**config.mk**
```make
export PLATFORM = sky130hd
export DESIGN_NAME = oec_top
export DESIGN_NICKNAME = d
export VERILOG_FILES = /design/src/rtl/oec_sync.v /design/src/rtl/oec_chan.v /design/src/rtl/oec_top.v
export VERILOG_INCLUDE_DIRS = /design/src /design/src/rtl
export SDC_FILE = /design/constraint.sdc
export NUM_CORES = 1
export LEC_CHECK = 0
export BUFFER_PORTS_ARGS = -buffer_cell sky130_fd_sc_hd__buf_2
export CORE_MARGIN = 2
export CORE_UTILIZATION = 30
export CTS_BUF_LIST = sky130_fd_sc_hd__clkbuf_8
export DETAILED_ROUTE_END_ITERATION = 8
export PLACE_DENSITY_LB_ADDON = 0.08
export SKIP_LAST_GASP = 1
export SLEW_MARGIN = 20
export SYNTH_ARGS = -nofsm -noshare
export SYNTH_HDL_FRONTEND = slang
export SYNTH_SLANG_ARGS = --single-unit
```
**constraint.sdc**
```tcl
create_clock -name clk_sys -period 4.6 [get_ports clk_sys]
set_input_delay 0.23 -clock clk_sys [delete_from_list [all_inputs] [get_ports clk_sys]]
set_output_delay 0.23 -clock clk_sys [all_outputs]
set_load 0.1 [all_outputs]
```
**src/rtl/oec_consts.vh**
```
// Constants for the operand and system-bus event counter block.
// Assumes inclusion by bare name from the rtl/ files of this block.
`ifndef OEC_CONSTS_VH
`define OEC_CONSTS_VH

// Register word indices, taken from paddr[5:2].
`define OEC_IDX_SEL0     4'h0
`define OEC_IDX_SEL3     4'h3
`define OEC_IDX_CNT0     4'h4
`define OEC_IDX_CNT3     4'h7
`define OEC_IDX_CTRL     4'h8
`define OEC_IDX_STAT     4'h9

// Control register fields.
`define OEC_CTRL_RUN     0
`define OEC_CTRL_CLR     1

// Reset values.
`define OEC_SEL_RST      4'h0
`define OEC_CTRL_RST     2'h0

// Event select codes.
`define OEC_EV_NONE      4'h0
`define OEC_EV_LRAM_RD   4'h1
`define OEC_EV_LRAM_WR   4'h2
`define OEC_EV_ILM_OP    4'h3
`define OEC_EV_OC_RMISS  4'h4
`define OEC_EV_OC_WMISS  4'h5
`define OEC_EV_OP_RWAIT  4'h6
`define OEC_EV_OP_WWAIT  4'h7
`define OEC_EV_RMISS_W   4'h8
`define OEC_EV_WMISS_W   4'h9
`define OEC_EV_ILM_RWAIT 4'ha
`define OEC_EV_ILM_WWAIT 4'hb
`define OEC_EV_SB_REQ    4'hc
`define OEC_EV_SB_RSP    4'hd
`define OEC_EV_SB_REQW   4'he
`define OEC_EV_SB_RSPW   4'hf

// First channel index that may select system-bus events.
`define OEC_SB_FIRST_CH  2

`endif

```
**src/rtl/oec_sync.v**
```verilog
// Two-flop synchroniser for a vector of slow levels.
// Assumes each bit is an independent level; no bus coherence is given.
`timescale 1ns/100ps
module oec_sync #(
  parameter W = 1
) (
  // Clock and reset.
  input  wire         clk_sys,
  input  wire         reset_n,
  // Data.
  input  wire [W-1:0] d_in,
  output wire [W-1:0] d_out
);
  reg [W-1:0] meta_reg;
  reg [W-1:0] sync_reg;

  // The first flop feeds only the second one.
  always @(posedge clk_sys or negedge reset_n) begin
    if (!reset_n) begin
      meta_reg <= {W{1'b0}};
      sync_reg <= {W{1'b0}};
    end else begin
      meta_reg <= d_in;
      sync_reg <= meta_reg;
    end
  end

  assign d_out = sync_reg;
endmodule

```
**src/rtl/oec_chan.v**
```verilog
// One measurement counter channel.
// Assumes the per-event increments arrive packed two bits per event code.
`timescale 1ns/100ps
module oec_chan #(
  parameter CNT_W = 32
) (
  // Clock and reset.
  input  wire             clk_sys,
  input  wire             reset_n,
  // Control.
  input  wire             run,
  input  wire             clear,
  input  wire [3:0]       sel,
  input  wire             load,
  input  wire [CNT_W-1:0] load_data,
  // Event increments, two bits for each select code.
  input  wire [31:0]      evt_inc,
  // Result.
  output wire [CNT_W-1:0] count,
  output wire             ovf
);
  reg  [CNT_W-1:0] count_reg;
  reg  [CNT_W-1:0] count_next;
  reg              ovf_reg;
  reg              ovf_next;
  reg  [1:0]       inc;
  reg  [CNT_W:0]   sum;

  // At most two steps per clock, held otherwise; clear wins, then software load.
  always @* begin
    inc        = evt_inc[sel*2 +: 2];
    sum        = {1'b0, count_reg} + {{(CNT_W-1){1'b0}}, inc};
    count_next = count_reg;
    ovf_next   = 1'b0;
    if (clear) begin
      count_next = {CNT_W{1'b0}};
    end else if (load) begin
      count_next = load_data;
    end else if (run) begin
      count_next = sum[CNT_W-1:0];
      ovf_next   = sum[CNT_W];
    end
  end

  always @(posedge clk_sys or negedge reset_n) begin
    if (!reset_n) begin
      count_reg <= {CNT_W{1'b0}};
      ovf_reg   <= 1'b0;
    end else begin
      count_reg <= count_next;
      ovf_reg   <= ovf_next;
    end
  end

  assign count = count_reg;
  assign ovf   = ovf_reg;
endmodule

```
**src/rtl/oec_top.v**
```verilog
// Operand and system-bus event qualification with four counter channels.
// Assumes CPU-side event strobes are on clk_sys; system-bus signals and
// the system bus clock come from another domain and are synchronised here.
`timescale 1ns/100ps
`include "oec_consts.vh"

module oec_top #(
  parameter CNT_W = 32,
  parameter NREQ  = 4
) (
  // Clock and reset.
  input  wire             clk_sys,
  input  wire             reset_n,
  // APB slave.
  input  wire             psel,
  input  wire             penable,
  input  wire             pwrite,
  input  wire [7:0]       paddr,
  input  wire [31:0]      pwdata,
  output wire [31:0]      prdata,
  output wire             pready,
  output wire             pslverr,
  // XY bus moves into the dual data RAM.
  input  wire             xy_x_valid,
  input  wire             xy_x_write,
  input  wire             xy_y_valid,
  input  wire             xy_y_write,
  // Operand bus accesses.
  input  wire             op_rd_valid,
  input  wire             op_wr_valid,
  input  wire             op_lram_hit,
  input  wire             op_ilm_hit,
  input  wire             op_prefetch,
  // Operand cache.
  input  wire             oc_rd_miss,
  input  wire             oc_wr_miss,
  input  wire             oc_wr_through,
  // Operand wait cycles.
  input  wire             op_rd_wait,
  input  wire             op_wr_wait,
  input  wire             rd_miss_wait,
  input  wire             fill_wait,
  input  wire             wr_miss_wait,
  input  wire             ilm_rd_wait,
  input  wire             ilm_wr_wait,
  // System bus, foreign clock domain.
  input  wire             sb_clk,
  input  wire             sb_req_cell,
  input  wire             sb_rsp_cell,
  input  wire [NREQ-1:0]  sb_req,
  input  wire [NREQ-1:0]  sb_gnt,
  input  wire [NREQ-1:0]  sb_r_req,
  input  wire [NREQ-1:0]  sb_r_gnt
);
  localparam SBW = 3 + 4 * NREQ;

  // True for the four system-bus select codes.
  function is_sb_code;
    input [3:0] code;
    begin
      is_sb_code = (code >= `OEC_EV_SB_REQ);
    end
  endfunction

  // Widens a one-bit event to a two-bit increment.
  function [1:0] one;
    input b;
    begin
      one = {1'b0, b};
    end
  endfunction

  // Synchronised system-bus signals.
  wire [SBW-1:0]  sb_s;
  wire            s_clk;
  wire            s_req_cell;
  wire            s_rsp_cell;
  wire [NREQ-1:0] s_req;
  wire [NREQ-1:0] s_gnt;
  wire [NREQ-1:0] s_r_req;
  wire [NREQ-1:0] s_r_gnt;
  reg             s_clk_d_reg;
  wire            sb_tick;

  // Registers.
  reg [3:0]       sel_reg [0:3];
  reg [1:0]       ctrl_reg;
  reg [3:0]       stat_reg;
  reg             pready_reg;
  reg             pslverr_reg;
  reg [31:0]      prdata_reg;
  reg [31:0]      rdata;
  reg             addr_ok;
  reg             sel_bad;

  wire            acc      = psel & penable & ~pready_reg;
  wire            commit   = psel & penable & pready_reg;
  wire [3:0]      idx      = paddr[5:2];
  wire [1:0]      ch_idx   = idx[1:0];
  wire            wr_sel   = (idx <= `OEC_IDX_SEL3);
  wire            wr_cnt   = (idx >= `OEC_IDX_CNT0) && (idx <= `OEC_IDX_CNT3);
  wire [3:0]      ovf;
  wire [CNT_W-1:0] cnt [0:3];

  // Events.
  wire            xy_dual;
  wire            xy_rd;
  wire            xy_wr;
  wire            op_lram_rd;
  wire            op_lram_wr;
  wire            ilm_access;
  wire            oc_rmiss_q;
  wire            oc_wmiss_q;
  wire            rmiss_wait_any;
  wire            sb_req_wait;
  wire            sb_rsp_wait;
  wire            sb_req_ev;
  wire            sb_rsp_ev;
  wire            sb_req_w_ev;
  wire            sb_rsp_w_ev;
  wire [31:0]     evt_inc;

  oec_sync #(
    .W (SBW)
  ) u_sync (
    .clk_sys (clk_sys),
    .reset_n (reset_n),
    .d_in    ({sb_clk, sb_req_cell, sb_rsp_cell, sb_req, sb_gnt, sb_r_req, sb_r_gnt}),
    .d_out   (sb_s)
  );

  assign {s_clk, s_req_cell, s_rsp_cell, s_req, s_gnt, s_r_req, s_r_gnt} = sb_s;

  // A rising edge of the synchronised bus clock marks one bus cycle.
  // The bus clock must run well below half of clk_sys for this to work.
  always @(posedge clk_sys or negedge reset_n) begin
    if (!reset_n) begin
      s_clk_d_reg <= 1'b0;
    end else begin
      s_clk_d_reg <= s_clk;
    end
  end

  assign sb_tick = s_clk & ~s_clk_d_reg;

  // Paired X and Y moves give a single count in either direction.
  assign xy_dual = xy_x_valid & xy_y_valid;
  assign xy_rd   = xy_dual | (xy_x_valid & ~xy_x_write) | (xy_y_valid & ~xy_y_write);
  assign xy_wr   = xy_dual | (xy_x_valid & xy_x_write) | (xy_y_valid & xy_y_write);

  // Operand bus hits in the dual data RAM or the operand local memory.
  // The XY part is added separately, so both buses count in one cycle.
  assign op_lram_rd = op_rd_valid & op_lram_hit;
  assign op_lram_wr = op_wr_valid & op_lram_hit;
  assign ilm_access = (op_rd_valid | op_wr_valid) & op_ilm_hit;

  // Cache misses that leave the core. Prefetch misses are dropped, and a
  // write-through store is not a write miss even when the line is absent.
  assign oc_rmiss_q = oc_rd_miss & ~op_prefetch;
  assign oc_wmiss_q = oc_wr_miss & ~oc_wr_through & ~op_prefetch;

  // Fill waits caused by contention are part of the read miss wait.
  assign rmiss_wait_any = rd_miss_wait | fill_wait;

  // Any request still without its grant makes the whole bus cycle a wait
  // cycle; the OR folds many waiting requests into a single count.
  assign sb_req_wait = |(s_req & ~s_gnt);
  assign sb_rsp_wait = |(s_r_req & ~s_r_gnt);

  // Bus events count once per bus cycle, at the synchronised clock edge.
  assign sb_req_ev   = sb_tick & s_req_cell;
  assign sb_rsp_ev   = sb_tick & s_rsp_cell;
  assign sb_req_w_ev = sb_tick & sb_req_wait;
  assign sb_rsp_w_ev = sb_tick & sb_rsp_wait;

  // Per-code increments; the local RAM events may add two per clock when
  // the XY bus and the operand bus both hit in the same cycle.
  assign evt_inc[1:0]   = 2'h0;
  assign evt_inc[3:2]   = one(xy_rd) + one(op_lram_rd);
  assign evt_inc[5:4]   = one(xy_wr) + one(op_lram_wr);
  assign evt_inc[7:6]   = one(ilm_access);
  assign evt_inc[9:8]   = one(oc_rmiss_q);
  assign evt_inc[11:10] = one(oc_wmiss_q);
  assign evt_inc[13:12] = one(op_rd_wait);
  assign evt_inc[15:14] = one(op_wr_wait);
  assign evt_inc[17:16] = one(rmiss_wait_any);
  assign evt_inc[19:18] = one(wr_miss_wait);
  assign evt_inc[21:20] = one(ilm_rd_wait);
  assign evt_inc[23:22] = one(ilm_wr_wait);
  assign evt_inc[25:24] = one(sb_req_ev);
  assign evt_inc[27:26] = one(sb_rsp_ev);
  assign evt_inc[29:28] = one(sb_req_w_ev);
  assign evt_inc[31:30] = one(sb_rsp_w_ev);

  // Address decode and read mux, used when the answer is prepared.
  always @* begin
    addr_ok = wr_sel | wr_cnt | (idx == `OEC_IDX_CTRL) | (idx == `OEC_IDX_STAT);
    sel_bad = wr_sel & pwrite & (ch_idx < `OEC_SB_FIRST_CH) & is_sb_code(pwdata[3:0]);
    rdata   = 32'h0000_0000;
    if (wr_sel) begin
      rdata[3:0] = sel_reg[ch_idx];
    end else if (wr_cnt) begin
      rdata[CNT_W-1:0] = cnt[ch_idx];
    end else if (idx == `OEC_IDX_CTRL) begin
      rdata[1:0] = ctrl_reg;
    end else if (idx == `OEC_IDX_STAT) begin
      rdata[3:0] = stat_reg;
    end
  end

  // One wait state: pready rises on the second access cycle. Unmapped
  // addresses and illegal selections answer with pslverr.
  always @(posedge clk_sys or negedge reset_n) begin
    if (!reset_n) begin
      pready_reg  <= 1'b0;
      pslverr_reg <= 1'b0;
      prdata_reg  <= 32'h0000_0000;
    end else begin
      pready_reg  <= acc;
      pslverr_reg <= acc & (~addr_ok | sel_bad);
      // Read data stands for the answer cycle only and is zero otherwise.
      if (acc && !pwrite && addr_ok) begin
        prdata_reg <= rdata;
      end else begin
        prdata_reg <= 32'h0000_0000;
      end
    end
  end

  // Select and control registers; clear is a one-cycle self-clearing bit.
  // A system-bus code written to channels 0 or 1 is refused unchanged.
  always @(posedge clk_sys or negedge reset_n) begin
    if (!reset_n) begin
      sel_reg[0] <= `OEC_SEL_RST;
      sel_reg[1] <= `OEC_SEL_RST;
      sel_reg[2] <= `OEC_SEL_RST;
      sel_reg[3] <= `OEC_SEL_RST;
      ctrl_reg   <= `OEC_CTRL_RST;
    end else begin
      ctrl_reg[`OEC_CTRL_CLR] <= 1'b0;
      if (commit && pwrite && !pslverr_reg) begin
        if (wr_sel) begin
          sel_reg[ch_idx] <= pwdata[3:0];
        end else if (idx == `OEC_IDX_CTRL) begin
          ctrl_reg <= pwdata[1:0];
        end
      end
    end
  end

  // Sticky overflow flags, write one to clear; a new overflow wins.
  always @(posedge clk_sys or negedge reset_n) begin
    if (!reset_n) begin
      stat_reg <= 4'h0;
    end else if (commit && pwrite && (idx == `OEC_IDX_STAT)) begin
      stat_reg <= (stat_reg & ~pwdata[3:0]) | ovf;
    end else begin
      stat_reg <= stat_reg | ovf;
    end
  end

  genvar g;
  generate
    for (g = 0; g < 4; g = g + 1) begin : g_ch
      oec_chan #(
        .CNT_W (CNT_W)
      ) u_chan (
        .clk_sys   (clk_sys),
        .reset_n   (reset_n),
        .run       (ctrl_reg[`OEC_CTRL_RUN]),
        .clear     (ctrl_reg[`OEC_CTRL_CLR]),
        .sel       (sel_reg[g]),
        .load      (commit & pwrite & wr_cnt & (ch_idx == g)),
        .load_data (pwdata[CNT_W-1:0]),
        .evt_inc   (evt_inc),
        .count     (cnt[g]),
        .ovf       (ovf[g])
      );
    end
  endgenerate

  assign prdata  = prdata_reg;
  assign pready  = pready_reg;
  assign pslverr = pslverr_reg;
endmodule

```
==> out/summary.json <==
{
  "run_status": {"value": "finished clean"},
  "yosysTopAreaCell": {"value": "sky130_fd_sc_hd__dfrtp_1"},
  "synth_to_layout_area_growth": {"value": 20.7, "unit": "%"},
  "slew-limit-headroom": {"value": 31.4, "unit": "%"},
  "die_height": {"value": 209, "unit": "um"},
  "cts_num_sinks": {"value": 227},
  "timing.fmax": {"value": 0.270, "unit": "GHz"},
  "finalCriticalPeriod": {"value": 3.70, "unit": "ns"},
  "ff_to_ff_path_depth": {"value": 11},
  "pins_over_their_slew_limit": {"value": 0},
  "drc_errors": {"value": 0},
  "wl_per_instance": {"value": 21.0, "unit": "um"},
  "synth.yosys.seq_area_share": {"value": 45.1, "unit": "%"},
  "syn-cell-area": {"value": 12600, "unit": "um^2"},
  "critPathBufInv": {"value": 0},
  "fin_tns_setup": {"value": 0, "unit": "ns"},
  "peakVddDrop": {"value": 0.162, "unit": "mV"},
  "tritoncts_clock_tree": {"value": "done"},
  "power.static_leakage": {"value": 0.00636, "unit": "uW"},
  "layout-drive-gt1-share": {"value": 20.1, "unit": "%"},
  "hold_slack_final": {"value": 0.0408, "unit": "ns"},
  "clkTransAtPathRegs": {"value": 0.06, "unit": "ns"},
  "maxCapViolations": {"value": 0},
  "first_iter_violations": {"value": 664},
  "critPathLaunchType": {"value": "register"},
  "cts_max_level": {"value": 2},
  "report.final.hold_viol_count": {"value": 0},
  "worst-endpoint-required": {"value": 5.05, "unit": "ns"},
  "die_area": {"value": 43700, "unit": "um^2"},
  "clk_latency": {"value": 0.61, "unit": "ns"},
  "setup-violations-final": {"value": 0},
  "hold_path.class": {"value": "in -> reg"},
  "crit_path_start": {"value": "s_clk_d_reg"},
  "setup_repair_after_global_routing_missed_its_margin": {"value": "false"},
  "ctsLongestPathBuffers": {"value": 3},
  "design.portCount": {"value": 117},
  "core-area": {"value": 41700, "unit": "um^2"},
  "grt_pass1_wl": {"value": 64200, "unit": "um"},
  "cell_at_the_root_of_the_clock_tree": {"value": "sky130_fd_sc_hd__clkbuf_8"},
  "post-dp-hpwl": {"value": 27400, "unit": "um"},
  "synth_cell_type_count": {"value": 58},
  "grt_usage": {"value": 19.2, "unit": "%"},
  "cts.repair_timing.setup_buffer_count": {"value": 0},
  "worst_setup_path_end_kind": {"value": "register"},
  "grt_pass1_vias": {"value": 10300},
  "worst_setup_path_category": {"value": "reg -> reg"},
  "min_period_over_period": {"value": 80.5, "unit": "%"},
  "highest_delay_cell_along_the_critical_path": {"value": "sky130_fd_sc_hd__or4b_1"},
  "rows": {"value": 75},
  "wl": {"value": 40600, "unit": "um"},
  "worst_slew_pin_slew": {"value": 1.03, "unit": "ns"},
  "timing.hold.worst_path_depth": {"value": 2},
  "route.vias.total": {"value": 10100},
  "worst_path_top_cell_family_by_delay": {"value": "compound AO/OA/AOI/OAI gates"},
  "yosys.area.top_type_share": {"value": 45.1, "unit": "%"},
  "syn_avg_cell_area": {"value": 10.4, "unit": "um^2"},
  "slowest_stage_delay_cp": {"value": 0.78, "unit": "ns"},
  "antenna_violations_before_repair": {"value": 0},
  "post_synth_net_total": {"value": 1312},
  "largest_register_ffs": {"value": 128},
  "die_x": {"value": 209, "unit": "um"},
  "worst-path-max-fanout": {"value": 5},
  "yosys-top-cells-area": {"value": "sky130_fd_sc_hd__dfrtp_1 45%, sky130_fd_sc_hd__mux4_2 7.7%, sky130_fd_sc_hd__a211oi_1 7.4%"},
  "ys_warn_count": {"value": 0},
  "grt_max_degree": {"value": 122},
  "grt_overflow": {"value": 0},
  "ys_async_sr_fraction": {"value": 100, "unit": "%"},
  "yosys_register_bits": {"value": 227},
  "initial_utilization": {"value": 30.3, "unit": "%"},
  "vias_per_cell": {"value": 5.23},
  "first_pass_iters": {"value": 5},
  "ant_nets": {"value": 0},
  "ys_dominant_reg_cell": {"value": "sky130_fd_sc_hd__dfrtp_1"},
  "synth_cells": {"value": 1215},
  "synth_enable_flop_cells": {"value": 0},
  "cts_made_buffers": {"value": 46},
  "port-buffer-count": {"value": 112},
  "insertedDiodeCount": {"value": 0},
  "gp_congestion": {"value": 0.782},
  "critical_path_depth": {"value": 11},
  "design.final.nets": {"value": 1456},
  "skew": {"value": 0.0275, "unit": "ns"},
  "reg2reg_from": {"value": "s_clk_d_reg"},
  "crit_path_cell_trace": {"value": "nand2b_1 -> a41oi_1 -> o22ai_1 -> a211o_1 -> o31ai_1 -> ha_1 -> a21oi_1 -> or4b_1 -> nor4_4 -> xnor2_1 -> a211oi_2"},
  "p_per_area": {"value": 332, "unit": "nW/um^2"},
  "hp-start": {"value": "pwdata[1]"},
  "cp_data_arrival_time": {"value": 4.15, "unit": "ns"}
}
cell usage in the layout, fill, tap and decap left out, drive strengths merged, types with 39 or more instances in the layout:
| cell | instances |
|---|---|
| mux4 | 44 |
| clkbuf | 56 |
| a211oi | 127 |
| nor2 | 154 |
| nand3 | 49 |
| nand2 | 59 |
| xnor2 | 60 |
| dfrtp | 227 |
| nor2b | 42 |
| nand4 | 39 |
| xor2 | 56 |
| buf | 128 |
| dlygate4sd3 | 54 |
worst paths after layout:
check	end	slack (ns)
max in group asynchronous	g_ch[1].u_chan.count[17]	3.32
hold / removal	ctrl_reg[1]	0.04
hold reg to reg	u_sync.d_out[12]	0.34
setup / recovery	g_ch[0].u_chan.count[31]	0.90
min in group asynchronous	g_ch[1].u_chan.count[3]	0.18
setup reg to reg	g_ch[0].u_chan.count[31]	0.90
metal layers:
metal,wire length (um),share of wire (%),GRT usage [%]
met1,20500,51,28.7
met2,17900,44,28.9
met3,1460,3.6,2.63
met4,731,1.8,5.27
met5,0,0,0
cell usage after synthesis (10+ instances only):
| cell | instances |
|---|---|
| sky130_fd_sc_hd__buf_2 | 11 |
| sky130_fd_sc_hd__inv_1 | 19 |
| sky130_fd_sc_hd__xnor2_1 | 60 |
| sky130_fd_sc_hd__mux2i_1 | 13 |
| sky130_fd_sc_hd__mux2_2 | 20 |
| sky130_fd_sc_hd__mux4_2 | 43 |
| sky130_fd_sc_hd__clkbuf_1 | 72 |
| sky130_fd_sc_hd__dfrtp_1 | 227 |
| sky130_fd_sc_hd__nand2_1 | 59 |
| sky130_fd_sc_hd__nand3_1 | 49 |
| sky130_fd_sc_hd__nor3_1 | 30 |
| sky130_fd_sc_hd__a211oi_1 | 125 |
| sky130_fd_sc_hd__nor2_1 | 154 |
| sky130_fd_sc_hd__and2_1 | 10 |
| sky130_fd_sc_hd__nor4_1 | 17 |
| sky130_fd_sc_hd__ha_1 | 10 |
| sky130_fd_sc_hd__nand2b_1 | 15 |
| sky130_fd_sc_hd__and3_1 | 16 |
| sky130_fd_sc_hd__nand4_1 | 38 |
| sky130_fd_sc_hd__and4_1 | 14 |
| sky130_fd_sc_hd__a21oi_1 | 15 |
| sky130_fd_sc_hd__xor2_1 | 56 |
| sky130_fd_sc_hd__nor2b_1 | 42 |
repair_timing:
item / in CTS / in global routing
hold endpoints to repair: 199 / 0
hold buffers: 54 / 0
resized for setup: 0 / 0
worst register-to-register path: stages, from the launching register on:
cell	delay, ns
sky130_fd_sc_hd__dfrtp_1	0.38
sky130_fd_sc_hd__nand2b_1	0.19
sky130_fd_sc_hd__a41oi_1	0.51
sky130_fd_sc_hd__o22ai_1	0.20
sky130_fd_sc_hd__a211o_1	0.32
sky130_fd_sc_hd__o31ai_1	0.17
sky130_fd_sc_hd__ha_1	0.33
sky130_fd_sc_hd__a21oi_1	0.17
sky130_fd_sc_hd__or4b_1	0.78
sky130_fd_sc_hd__nor4_4	0.24
sky130_fd_sc_hd__xnor2_1	0.17
sky130_fd_sc_hd__a211oi_2	0.09
per-stage QoR:
stage	setup WS [ns]	cell area, um^2	utilization (%)	std cells	power [uW]
6_report	0.896	15200	36.5	1932	5060
4_1_cts	0.838	15200	36.5	1932	5150
5_1_grt	0.664	15200	36.5	1932	5300
2_1_floorplan	1.40	12600	-	1215	2550
3_3_place_gp	0.807	13700	32.8	1796	2760
3_5_place_dp	0.772	13700	32.8	1796	2760
cell families (layout without fill, tap and decap cells):
family | count (synthesis) | after routing | synth area share (%)
AO/OA/AOI/OAI | 185 | 185 | 10.7
AND/OR/NAND/NOR | 491 | 491 | 20.5
adder cells (fa/ha/maj) | 14 | 14 | 1.63
multiplexers | 77 | 77 | 10.7
XOR/XNOR | 116 | 116 | 8.06
flip-flops | 227 | 227 | 45.1
buffers and inverters | 105 | 283 | 3.29
report_power, final:
group / leakage, uW / switching, uW / internal [uW]
clock: 0.000558 / 964 / 1330
sequential: 0.00303 / 152 / 2110
combinational: 0.00278 / 239 / 259
total: 0.00636 / 1360 / 3700
final cells by class:
type                       instances  area [um^2]
fill                            4293        26500
multi-input combinational        883         6540
sequential                       227         5680
timing repair buffer             182         1240
clock buffer                      56          771
tap                              539          674
clock inverter                    26          229
inverter                          19         71.3
No activity file was read; power rests on OpenSTA's default activity.
